File: src/verilog/saad_pkg.sv
// Purpose: shared constants for the sink auxiliary packet and audio decoder
// Assumes: packet type codes follow the usual auxiliary packet numbering
// Notes: masks clear the reserved bits of the captured field outputs
package saad_pkg;
	localparam int WORD_W = 72;
	localparam int ADDR_W = 7;
	localparam int PKT_WORDS = 4;
	localparam logic [1:0] LAST_WORD = 2'h3;
	localparam logic [ADDR_W-1:0] REGION_STEP = 7'h04;
	// packet type codes carried in header byte zero
	localparam logic [7:0] TYPE_ACR = 8'h01;
	localparam logic [7:0] TYPE_AUDIO = 8'h02;
	localparam logic [7:0] TYPE_CONTROL = 8'h03;
	localparam logic [7:0] TYPE_ONEBIT = 8'h07;
	localparam logic [7:0] TYPE_DST = 8'h08;
	localparam logic [7:0] TYPE_HBR = 8'h09;
	localparam logic [7:0] TYPE_3D = 8'h0B;
	localparam logic [7:0] TYPE_ONEBIT_3D = 8'h0C;
	localparam logic [7:0] TYPE_META = 8'h0D;
	localparam logic [7:0] TYPE_MS = 8'h0E;
	localparam logic [7:0] TYPE_ONEBIT_MS = 8'h0F;
	localparam logic [7:0] TYPE_LAST_LOW = 8'h0F;
	localparam logic [7:0] TYPE_VENDOR = 8'h81;
	localparam logic [7:0] TYPE_VIDEO = 8'h82;
	localparam logic [7:0] TYPE_SPD = 8'h83;
	localparam logic [7:0] TYPE_AIF = 8'h84;
	localparam logic [7:0] TYPE_MPEG = 8'h85;
	localparam logic [7:0] TYPE_TSC_VBI = 8'h86;
	localparam logic [7:0] TYPE_DRM = 8'h87;
	// region start addresses for the infoframes
	localparam logic [ADDR_W-1:0] ADDR_VENDOR = 7'h40;
	localparam logic [ADDR_W-1:0] ADDR_VIDEO = 7'h44;
	localparam logic [ADDR_W-1:0] ADDR_SPD = 7'h48;
	localparam logic [ADDR_W-1:0] ADDR_AIF = 7'h4C;
	localparam logic [ADDR_W-1:0] ADDR_MPEG = 7'h50;
	localparam logic [ADDR_W-1:0] ADDR_TSC_VBI = 7'h54;
	localparam logic [ADDR_W-1:0] ADDR_DRM = 7'h58;
	// captured field masks, reserved bits cleared
	localparam logic [23:0] CONTROL_MASK = 24'h01_FF_11;
	localparam logic [103:0] VIDEO_MASK = 104'hFFFF_FFFF_FFFF_FFFF_FFFF_FFFF_7F;
	localparam logic [63:0] VENDOR_MASK = 64'hFFFF_F0FF_E0FF_FFFF;
	localparam logic [79:0] AIF_MASK = 80'h0000_0000_03FB_FFFF_1FF7;
	localparam logic [79:0] META_MASK = 80'hFFFF_FFFF_FFFF_FFFF_FFFF;
	localparam int PHASE_W = 32;
	localparam logic [7:0] ACR_DIV = 8'h80;
	localparam logic [2:0] SAMPLE_SLOTS = 3'h4;
endpackage : saad_pkg

File: src/verilog/saad_decoder.sv
// Purpose: sink auxiliary packet writer, packet capture and audio depacketizer
// Assumes: mclk is the auxiliary stream clock, carrying SYMBOLS_PER_CLK link
//   characters per cycle; the packet memory never stalls
// Notes: no parity checking or correction is done; words pass as received
`timescale 1ns/1ps
module saad_decoder #(
	parameter int SYMBOLS_PER_CLK = 1,
	parameter int FIFO_DEPTH = 16
) (
	input wire logic mclk, // block clock
	input wire logic rst_n, // synchronous reset, active low
	input wire logic [71:0] aux_data, // auxiliary word
	input wire logic aux_valid, // word qualifier
	input wire logic aux_sop, // first word of packet
	input wire logic aux_eop, // last word of packet
	output logic mem_wr_q, // packet memory write strobe
	output logic [6:0] mem_addr_q, // packet memory word address
	output logic [71:0] mem_wdata_q, // packet memory write data
	output logic [23:0] general_control_packet_q, // control packet bytes 2..0
	output logic [103:0] video_info_frame_q, // video frame bytes 13..1
	output logic [63:0] vendor_info_frame_q, // vendor frame bytes 8..1
	output logic [79:0] aif_fields_q, // audio infoframe bytes 10..1
	output logic [79:0] meta_fields_q, // audio metadata bytes 9..0
	output logic [19:0] acr_cts_q, // cycle time stamp
	output logic [19:0] acr_n_q, // audio clock divider N
	output logic [3:0] audio_format_q, // type code of last audio packet
	output logic audio_valid_q, // recovered audio rate pulse
	output logic [31:0] audio_left_q, // left sample word
	output logic [31:0] audio_right_q, // right sample word
	output logic audio_overflow_q // sticky: sample dropped on full FIFO
);
	localparam int CNT_W = $clog2(FIFO_DEPTH + 1);
	localparam int PTR_W = $clog2(FIFO_DEPTH);

	typedef enum logic [1:0] {
		SAAD_IDLE = 2'b01,
		SAAD_BODY = 2'b10
	} saad_state_t;

	saad_state_t state_q;
	logic [1:0] word_idx_q;
	logic [6:0] base_q;
	logic region_ok_q;
	logic [71:0] pkt_q [0:2];
	logic [287:0] whole;
	logic [7:0] header_byte_zero;
	logic pkt_done;
	logic [7:0] start_region;
	logic [6:0] start_base;
	logic start_ok;

	// payload byte p lives in subpacket p/7, byte p%7 of it
	function automatic logic [7:0] pb(input logic [287:0] w, input int p);
		int s;
		int k;
		int wd;
		int off;
		s = p / 7;
		k = p % 7;
		if (k == 6) begin
			wd = 3;
			off = 1 + 2 * s;
		end else begin
			wd = k / 2;
			off = 1 + 2 * s + (k % 2);
		end
		return w[wd * 72 + off * 8 +: 8];
	endfunction : pb

	function automatic logic [7:0] region(input logic [7:0] t);
		logic [7:0] r;
		r = 8'hFF;
		if (t <= saad_pkg::TYPE_LAST_LOW) begin
			r = {t[5:0], 2'b00};
		end
		case (t)
			saad_pkg::TYPE_VENDOR: r = {1'b0, saad_pkg::ADDR_VENDOR};
			saad_pkg::TYPE_VIDEO: r = {1'b0, saad_pkg::ADDR_VIDEO};
			saad_pkg::TYPE_SPD: r = {1'b0, saad_pkg::ADDR_SPD};
			saad_pkg::TYPE_AIF: r = {1'b0, saad_pkg::ADDR_AIF};
			saad_pkg::TYPE_MPEG: r = {1'b0, saad_pkg::ADDR_MPEG};
			saad_pkg::TYPE_TSC_VBI: r = {1'b0, saad_pkg::ADDR_TSC_VBI};
			saad_pkg::TYPE_DRM: r = {1'b0, saad_pkg::ADDR_DRM};
			default: ;
		endcase
		return r;
	endfunction : region

	function automatic logic is_audio(input logic [7:0] t);
		return t == saad_pkg::TYPE_AUDIO || t == saad_pkg::TYPE_ONEBIT ||
			t == saad_pkg::TYPE_DST || t == saad_pkg::TYPE_HBR ||
			t == saad_pkg::TYPE_3D || t == saad_pkg::TYPE_ONEBIT_3D ||
			t == saad_pkg::TYPE_MS || t == saad_pkg::TYPE_ONEBIT_MS;
	endfunction : is_audio

	assign start_region = region(aux_data[7:0]);
	assign start_base = start_region[6:0];
	assign start_ok = start_region != 8'hFF;
	// last word kept exactly as received
	assign whole = {aux_data, pkt_q[2], pkt_q[1], pkt_q[0]};
	assign header_byte_zero = pkt_q[0][7:0];
	// only a four-word packet ending on word 3 counts
	assign pkt_done = aux_valid && aux_eop && state_q == SAAD_BODY
		&& word_idx_q == saad_pkg::LAST_WORD;

	// framing: start marker restarts, end marker closes
	always_ff @(posedge mclk) begin
		if (!rst_n) begin
			state_q <= SAAD_IDLE;
			word_idx_q <= 2'h0;
			base_q <= 7'h00;
			region_ok_q <= 1'b0;
		end else if (aux_valid) begin
			case (state_q)
				SAAD_IDLE: begin
					if (aux_sop && !aux_eop) begin
						state_q <= SAAD_BODY;
						word_idx_q <= 2'h1;
						base_q <= start_base;
						region_ok_q <= start_ok;
					end
				end
				SAAD_BODY: begin
					if (aux_sop) begin
						word_idx_q <= 2'h1;
						base_q <= start_base;
						region_ok_q <= start_ok;
					end else if (aux_eop || word_idx_q == saad_pkg::LAST_WORD) begin
						state_q <= SAAD_IDLE;
						word_idx_q <= 2'h0;
					end else begin
						word_idx_q <= word_idx_q + 2'h1;
					end
				end
				default: begin
					state_q <= SAAD_IDLE;
					word_idx_q <= 2'h0;
				end
			endcase
		end
	end

	always_ff @(posedge mclk) begin
		if (!rst_n) begin
			pkt_q[0] <= '0;
			pkt_q[1] <= '0;
			pkt_q[2] <= '0;
		end else if (aux_valid) begin
			if (aux_sop) begin
				pkt_q[0] <= aux_data;
			end else if (state_q == SAAD_BODY && word_idx_q != saad_pkg::LAST_WORD) begin
				pkt_q[word_idx_q] <= aux_data;
			end
		end
	end

	always_ff @(posedge mclk) begin
		if (!rst_n) begin
			mem_wr_q <= 1'b0;
			mem_addr_q <= 7'h00;
			mem_wdata_q <= '0;
		end else begin
			mem_wr_q <= 1'b0;
			mem_wdata_q <= aux_data;
			if (aux_valid && aux_sop) begin
				mem_wr_q <= start_ok;
				mem_addr_q <= start_base;
			end else if (aux_valid && state_q == SAAD_BODY) begin
				// one write per cycle, never stalled
				mem_wr_q <= region_ok_q;
				mem_addr_q <= base_q + {5'h00, word_idx_q};
			end
		end
	end

	// captured packets held until the next of the same type
	always_ff @(posedge mclk) begin
		if (!rst_n) begin
			general_control_packet_q <= '0;
			video_info_frame_q <= '0;
			vendor_info_frame_q <= '0;
		end else if (pkt_done) begin
			if (header_byte_zero == saad_pkg::TYPE_CONTROL) begin
				for (int i = 0; i < 3; i++) begin
					general_control_packet_q[i * 8 +: 8] <=
						pb(whole, i) & saad_pkg::CONTROL_MASK[i * 8 +: 8];
				end
			end
			// checksum byte zero is a control byte, so infoframes start at byte 1
			if (header_byte_zero == saad_pkg::TYPE_VIDEO) begin
				for (int i = 0; i < 13; i++) begin
					video_info_frame_q[i * 8 +: 8] <=
						pb(whole, i + 1) & saad_pkg::VIDEO_MASK[i * 8 +: 8];
				end
			end
			if (header_byte_zero == saad_pkg::TYPE_VENDOR) begin
				for (int i = 0; i < 8; i++) begin
					vendor_info_frame_q[i * 8 +: 8] <=
						pb(whole, i + 1) & saad_pkg::VENDOR_MASK[i * 8 +: 8];
				end
			end
		end
	end

	// audio infoframe and metadata presented only
	always_ff @(posedge mclk) begin
		if (!rst_n) begin
			aif_fields_q <= '0;
			meta_fields_q <= '0;
		end else if (pkt_done) begin
			if (header_byte_zero == saad_pkg::TYPE_AIF) begin
				for (int i = 0; i < 10; i++) begin
					aif_fields_q[i * 8 +: 8] <= pb(whole, i + 1) & saad_pkg::AIF_MASK[i * 8 +: 8];
				end
			end
			if (header_byte_zero == saad_pkg::TYPE_META) begin
				for (int i = 0; i < 10; i++) begin
					meta_fields_q[i * 8 +: 8] <= pb(whole, i) & saad_pkg::META_MASK[i * 8 +: 8];
				end
			end
		end
	end

	always_ff @(posedge mclk) begin
		if (!rst_n) begin
			acr_cts_q <= 20'h00000;
			acr_n_q <= 20'h00000;
			audio_format_q <= 4'h0;
		end else if (pkt_done) begin
			if (header_byte_zero == saad_pkg::TYPE_ACR) begin
				acr_cts_q <= 20'({pb(whole, 1), pb(whole, 2), pb(whole, 3)});
				acr_n_q <= 20'({pb(whole, 4), pb(whole, 5), pb(whole, 6)});
			end
			// format is the audio packet type
			if (is_audio(header_byte_zero)) begin
				audio_format_q <= header_byte_zero[3:0];
			end
		end
	end

	// phase counter: each cycle carries SYMBOLS_PER_CLK characters
	// and the sample rate is chars * N / (128 * CTS)
	logic [saad_pkg::PHASE_W-1:0] phase_q;
	logic [saad_pkg::PHASE_W-1:0] phase_inc;
	logic [saad_pkg::PHASE_W-1:0] phase_thr;
	logic [saad_pkg::PHASE_W-1:0] phase_sum;
	logic tick;
	assign phase_inc = saad_pkg::PHASE_W'(acr_n_q) * saad_pkg::PHASE_W'(SYMBOLS_PER_CLK);
	assign phase_thr = saad_pkg::PHASE_W'(acr_cts_q) * saad_pkg::PHASE_W'(saad_pkg::ACR_DIV);
	assign phase_sum = phase_q + phase_inc;
	assign tick = acr_cts_q != 20'h00000 && phase_sum >= phase_thr;

	always_ff @(posedge mclk) begin
		if (!rst_n) begin
			phase_q <= '0;
			audio_valid_q <= 1'b0;
		end else begin
			audio_valid_q <= tick;
			if (acr_cts_q == 20'h00000) begin
				phase_q <= '0;
			end else if (tick) begin
				phase_q <= phase_sum - phase_thr;
			end else begin
				phase_q <= phase_sum;
			end
		end
	end

	// staged samples walked into the FIFO, one subpacket a cycle
	// four cycles fit inside the shortest following packet
	logic [63:0] stage_q [0:3];
	logic [3:0] present_q;
	logic [2:0] slot_q;
	logic push;
	logic [63:0] push_data;

	always_ff @(posedge mclk) begin
		if (!rst_n) begin
			present_q <= 4'h0;
			slot_q <= saad_pkg::SAMPLE_SLOTS;
			for (int s = 0; s < 4; s++) begin
				stage_q[s] <= '0;
			end
		end else if (pkt_done && header_byte_zero == saad_pkg::TYPE_AUDIO) begin
			// sample_present bits of header byte 1
			present_q <= pkt_q[1][3:0];
			slot_q <= 3'h0;
			for (int s = 0; s < 4; s++) begin
				stage_q[s] <= {pb(whole, s * 7 + 6) & 8'hF0,
					pb(whole, s * 7 + 5), pb(whole, s * 7 + 4), pb(whole, s * 7 + 3),
					pb(whole, s * 7 + 6) << 4,
					pb(whole, s * 7 + 2), pb(whole, s * 7 + 1), pb(whole, s * 7)};
			end
		end else if (slot_q != saad_pkg::SAMPLE_SLOTS) begin
			slot_q <= slot_q + 3'h1;
		end
	end

	assign push = slot_q != saad_pkg::SAMPLE_SLOTS && present_q[slot_q[1:0]];
	assign push_data = stage_q[slot_q[1:0]];

	// sample FIFO, left word in the low half
	logic [63:0] fifo_q [0:FIFO_DEPTH-1];
	logic [PTR_W-1:0] wr_ptr_q;
	logic [PTR_W-1:0] rd_ptr_q;
	logic [CNT_W-1:0] count_q;
	logic fifo_full;
	logic fifo_empty;
	logic do_push;
	logic do_pop;
	assign fifo_full = count_q == CNT_W'(FIFO_DEPTH);
	assign fifo_empty = count_q == '0;
	assign do_push = push && !fifo_full;
	assign do_pop = tick && !fifo_empty;

	always_ff @(posedge mclk) begin
		if (!rst_n) begin
			wr_ptr_q <= '0;
			rd_ptr_q <= '0;
			count_q <= '0;
		end else begin
			if (do_push) begin
				wr_ptr_q <= (wr_ptr_q == PTR_W'(FIFO_DEPTH - 1)) ? '0 : wr_ptr_q + 1'b1;
			end
			if (do_pop) begin
				rd_ptr_q <= (rd_ptr_q == PTR_W'(FIFO_DEPTH - 1)) ? '0 : rd_ptr_q + 1'b1;
			end
			if (do_push && !do_pop) begin
				count_q <= count_q + 1'b1;
			end else if (do_pop && !do_push) begin
				count_q <= count_q - 1'b1;
			end
		end
	end

	always_ff @(posedge mclk) begin
		if (do_push) begin
			fifo_q[wr_ptr_q] <= push_data;
		end
	end

	// samples hold their last value when the pulse finds the FIFO empty
	always_ff @(posedge mclk) begin
		if (!rst_n) begin
			audio_left_q <= 32'h00000000;
			audio_right_q <= 32'h00000000;
			audio_overflow_q <= 1'b0;
		end else begin
			if (do_pop) begin
				audio_left_q <= fifo_q[rd_ptr_q][31:0];
				audio_right_q <= fifo_q[rd_ptr_q][63:32];
			end
			if (push && fifo_full) begin
				audio_overflow_q <= 1'b1;
			end
		end
	end
endmodule : saad_decoder

File: config.mk
export PLATFORM = sky130hd
export DESIGN_NAME = saad_decoder
export DESIGN_NICKNAME = d
export VERILOG_FILES = /design/src/verilog/saad_pkg.sv /design/src/verilog/saad_decoder.sv
export SDC_FILE = /design/constraint.sdc
export NUM_CORES = 2
export LEC_CHECK = 0
export ABC_CLOCK_PERIOD_IN_PS = 20900
export BUFFER_PORTS_ARGS = -buffer_cell sky130_fd_sc_hd__buf_2
export CORE_MARGIN = 5
export CORE_UTILIZATION = 45
export DETAILED_ROUTE_END_ITERATION = 10
export HOLD_SLACK_MARGIN = 0.05
export PLACE_DENSITY_LB_ADDON = 0.08
export SYNTH_ARGS = -nofsm -noshare
export SYNTH_HDL_FRONTEND = slang
export SYNTH_SLANG_ARGS = --single-unit
File: constraint.sdc
create_clock -name mclk -period 20.9 [get_ports mclk]
set_clock_uncertainty 0.15 [all_clocks]
set_input_delay 1.045 -clock mclk [delete_from_list [all_inputs] [get_ports mclk]]
set_output_delay 1.045 -clock mclk [all_outputs]
set_load 0.03 [all_outputs]
==> results_dict.tcl <==
set metrics [dict create \
    pwr-share-seq_pct 52.6 \
    crit_fanout 60 \
    path_buf_inv 3 \
    antenna_found_initial 16 \
    crit_top_cell "ha_1" \
    cp_slowest_cell "buf_4" \
    switchingPower_uw 1681 \
    cts_hold_buf 0 \
    syn_inst 4885 \
    worstPathRequired_ns 21.46 \
    io_pins 619 \
    synth_edf_count 1324 \
    p_total_uw 7717 \
    internal_power_uw 6036 \
    critPathMaxStageDelay_ns 0.65 \
    io_buffers 544 \
    yosysTopAreaCellShare_pct 55.13 \
    postCtsSetupBuffers 0 \
    cts_buffer_depth 3 \
    arrival_ns 8.10 \
    yosys_warnings 0 \
    tns_ns 0 \
    worstMarginPinSlew_ns 1.246 \
    dp_hpwl_um 128600 \
    min_period_ns 7.535 \
    cts_made_buffers 191 \
    grt_pass1_vias 41590 \
    critical-path-top-delay-family "compound AO/OA/AOI/OAI gates" \
    first_iter_violations 3560 \
    crit_type "reg -> reg" \
    drt-vias-per-instance 5.486 \
    cts_sinks 1857 \
    rows 147 \
    placed_cells 7285 \
    power_frac_comb_pct 3.4 \
    worstSetupStartpoint "acr_n_q[0]" \
    finalNetCount 5529 \
    seq_area_frac_synth_pct 69.93 \
    post-route-drc-count 0 \
    start_kind "flop" \
    grt_start_max_net_pins 120 \
    synth.distinct_cells 68 \
    rsz0062_at_grt "false" \
    syn2layout_area_growth_pct 15.21 \
    routed_wl_um 208700 \
    cts_resized 0 \
    core_um2 160000 \
    ys_ff_latch 1857 \
    synthTopCellsByArea "edfxtp_1 (55%), dfxtp_1 (15%), mux4_2 (11%), and2_1 (4.4%), nand2_1 (3.9%)" \
    insertion_delay_ns 0.81 \
    dieArea_um2 168400 \
    hold_start "audio_left_q[2]" \
    drive_above_1_share_pct 23.20 \
    clk_pin_slew_ns 0.06 \
    finalNonFillerCells 7653 \
    cts_tree "built" \
    finalCritPeriodShare_pct 36.06 \
    endpoint_kind "flop" \
    grt_pass1_wl_um 298300 \
    peakVddDrop_v 0.00008584 \
    hp-class "reg -> reg" \
    start_util_pct 45.07 \
    place_congestion 0.8250 \
    outcome "finished, final reports clean" \
    fmax_mhz 132.7 \
    rr_startpoint "acr_n_q[0]" \
    switching_share_pct 21.78 \
    firstDrtPassIters 7 \
    finalSetupViolCount 0 \
    drt-wirelength-per-cell_um 27.26 \
    synth-main-ff-cell "edfxtp_1" \
    max_cap_viol_count 0 \
    groute.usage.overall_pct 24.40 \
    syn_area_um2 72110 \
    p_leak_uw 0.02937 \
    chipHeight_um 410.3 \
    slew_violations 0 \
    slew_headroom_pct 16.75 \
    die_w_um 410.3 \
    hold_viol_final 0 \
    power_density_nw_per_um2 92.88 \
    ys_async_sr_fraction_pct 0 \
    drt.antenna.violating_nets 0 \
    synth.avg_cell_area_um2 14.76 \
    cts_root_buf "clkbuf_16" \
    vias 41980 \
    clkPwrFrac_pct 44.0 \
    synth_top_cell_by_area "edfxtp_1" \
    grt-ovfl-total 0 \
    h-tree-depth 4 \
]
-- area by class of cell --
cell class,instances,area [µm²]
fillers,13660,76930
flip-flops and latches,1857,50450
multi-input cells,2679,20280
clock buffers,272,5439
repair buffers,611,3247
well taps,2086,2610
clock inverters,89,830.8
inverters,52,210.2
diodes,7,17.52
-- stage by stage --
| step | worst slack [ns] | util (%) | cell area, µm² | hold WS, ns |
|---|---|---|---|---|
| global placement | 13.55 | 47.99 | 76790 | 0.2887 |
| detailed placement | 13.45 | 47.99 | 76790 | 0.2921 |
| global route | 12.83 | 51.91 | 83060 | 0.3055 |
| finish | 13.36 | 51.92 | 83080 | 0.2991 |
| CTS | 13.38 | 51.91 | 83060 | 0.2723 |
| floorplan | 13.83 | - | 72390 | 0.2858 |
-- sequential cells by signal, summed over array words and instances, names as in the netlist, 5 cells and up, named ones only --
signal and cells:
fifo_q 896, stage_q 224, pkt_q 204, video_info_frame_q 103
meta_fields_q 80, mem_wdata_q 72, vendor_info_frame_q 55, aif_fields_q 37
phase_q 32, audio_left_q 28, audio_right_q 28, acr_cts_q 20
acr_n_q 20, general_control_packet_q 11, mem_addr_q 7, base_q 6
count_q 5
-- power groups by stage --
stage          Clock, µW  Combinational [µW]  Sequential (µW)
3_5_place_dp           0                 260             4140
6_report            3390                 259             4060
2_1_floorplan          0                 146             4130
3_3_place_gp           0                 256             4140
5_1_grt             3620                 275             4060
4_1_cts             3460                 260             4060
-- synth_stat cells (5+ instances only) --
cell / number
a211oi_1: 6
a21o_1: 22
a21oi_1: 383
a31oi_1: 5
and2_1: 511
and3_1: 18
buf_1: 30
buf_2: 5
buf_4: 75
clkbuf_1: 260
dfxtp_1: 533
edfxtp_1: 1324
ha_1: 56
inv_1: 51
mux2i_1: 23
mux4_2: 337
nand2_1: 755
nand2b_1: 13
nand3_1: 34
nand4_1: 68
nor2_1: 92
nor2b_1: 7
nor3_1: 16
nor4_1: 12
o21ai_0: 105
o21bai_1: 8
xnor2_1: 38
xor2_1: 17
-- routing by layer --
layer	wire length [µm]	vias to the layer above	global-route usage, %
li1	-	18820	-
met1	87070	21590	32.85
met2	103100	1347	41.02
met3	14750	228	5.572
met4	3673	2	4.899
met5	20	-	0
-- final timing paths --
kind	end	slack, ns	cells past startpoint
worst max-delay path	count_q[4]	13.36	29
worst min-delay path	audio_left_q[2]	0.30	2
worst max register to register	count_q[4]	13.36	29
worst min register to register	audio_left_q[2]	0.30	2
-- kinds of logic (layout without fill, tap and decap cells) --
logic type / Yosys count / in the layout / synth area share, %
DFF: 1857 / 1857 / 69.93
adders and majority gates: 60 / 60 / 1.083
and+or+nand+nor: 1548 / 1548 / 10.45
xor gates and xnor gates: 55 / 55 / 0.6680
buffers and inverters: 422 / 1024 / 2.596
AOI/OAI and AO/OA: 580 / 580 / 4.397
other: 1 / 81 / 0.005200
muxes: 362 / 362 / 10.88
-- worst reg2reg max path, delay by kind of cell (launching register included) --
| kind | cells | cell delay (ns) |
|---|---|---|
| AO/OA/AOI/OAI | 11 | 2.74 |
| XOR/XNOR | 2 | 0.25 |
| adder cells (fa/ha/maj) | 5 | 1.57 |
| buffers and inverters | 3 | 0.93 |
| flip-flops | 1 | 0.32 |
| AND/OR/NAND/NOR | 8 | 1.50 |
-- placed cells by master, fill, tap and decap left out, drive strengths merged, types with 34 or more instances in the layout --
master / synthesis / final
conb: 1 / 74
clkbuf: 260 / 273
xnor2: 38 / 38
nand2: 755 / 755
nor2: 92 / 92
and2: 511 / 511
clkinv: 0 / 67
buf: 110 / 610
nand4: 68 / 68
a21oi: 383 / 383
edfxtp: 1324 / 1324
dfxtp: 533 / 533
inv: 52 / 59
nand3: 34 / 34
o21ai: 109 / 109
ha: 56 / 56
mux4: 337 / 337
(Power assumes the default switching activity.)
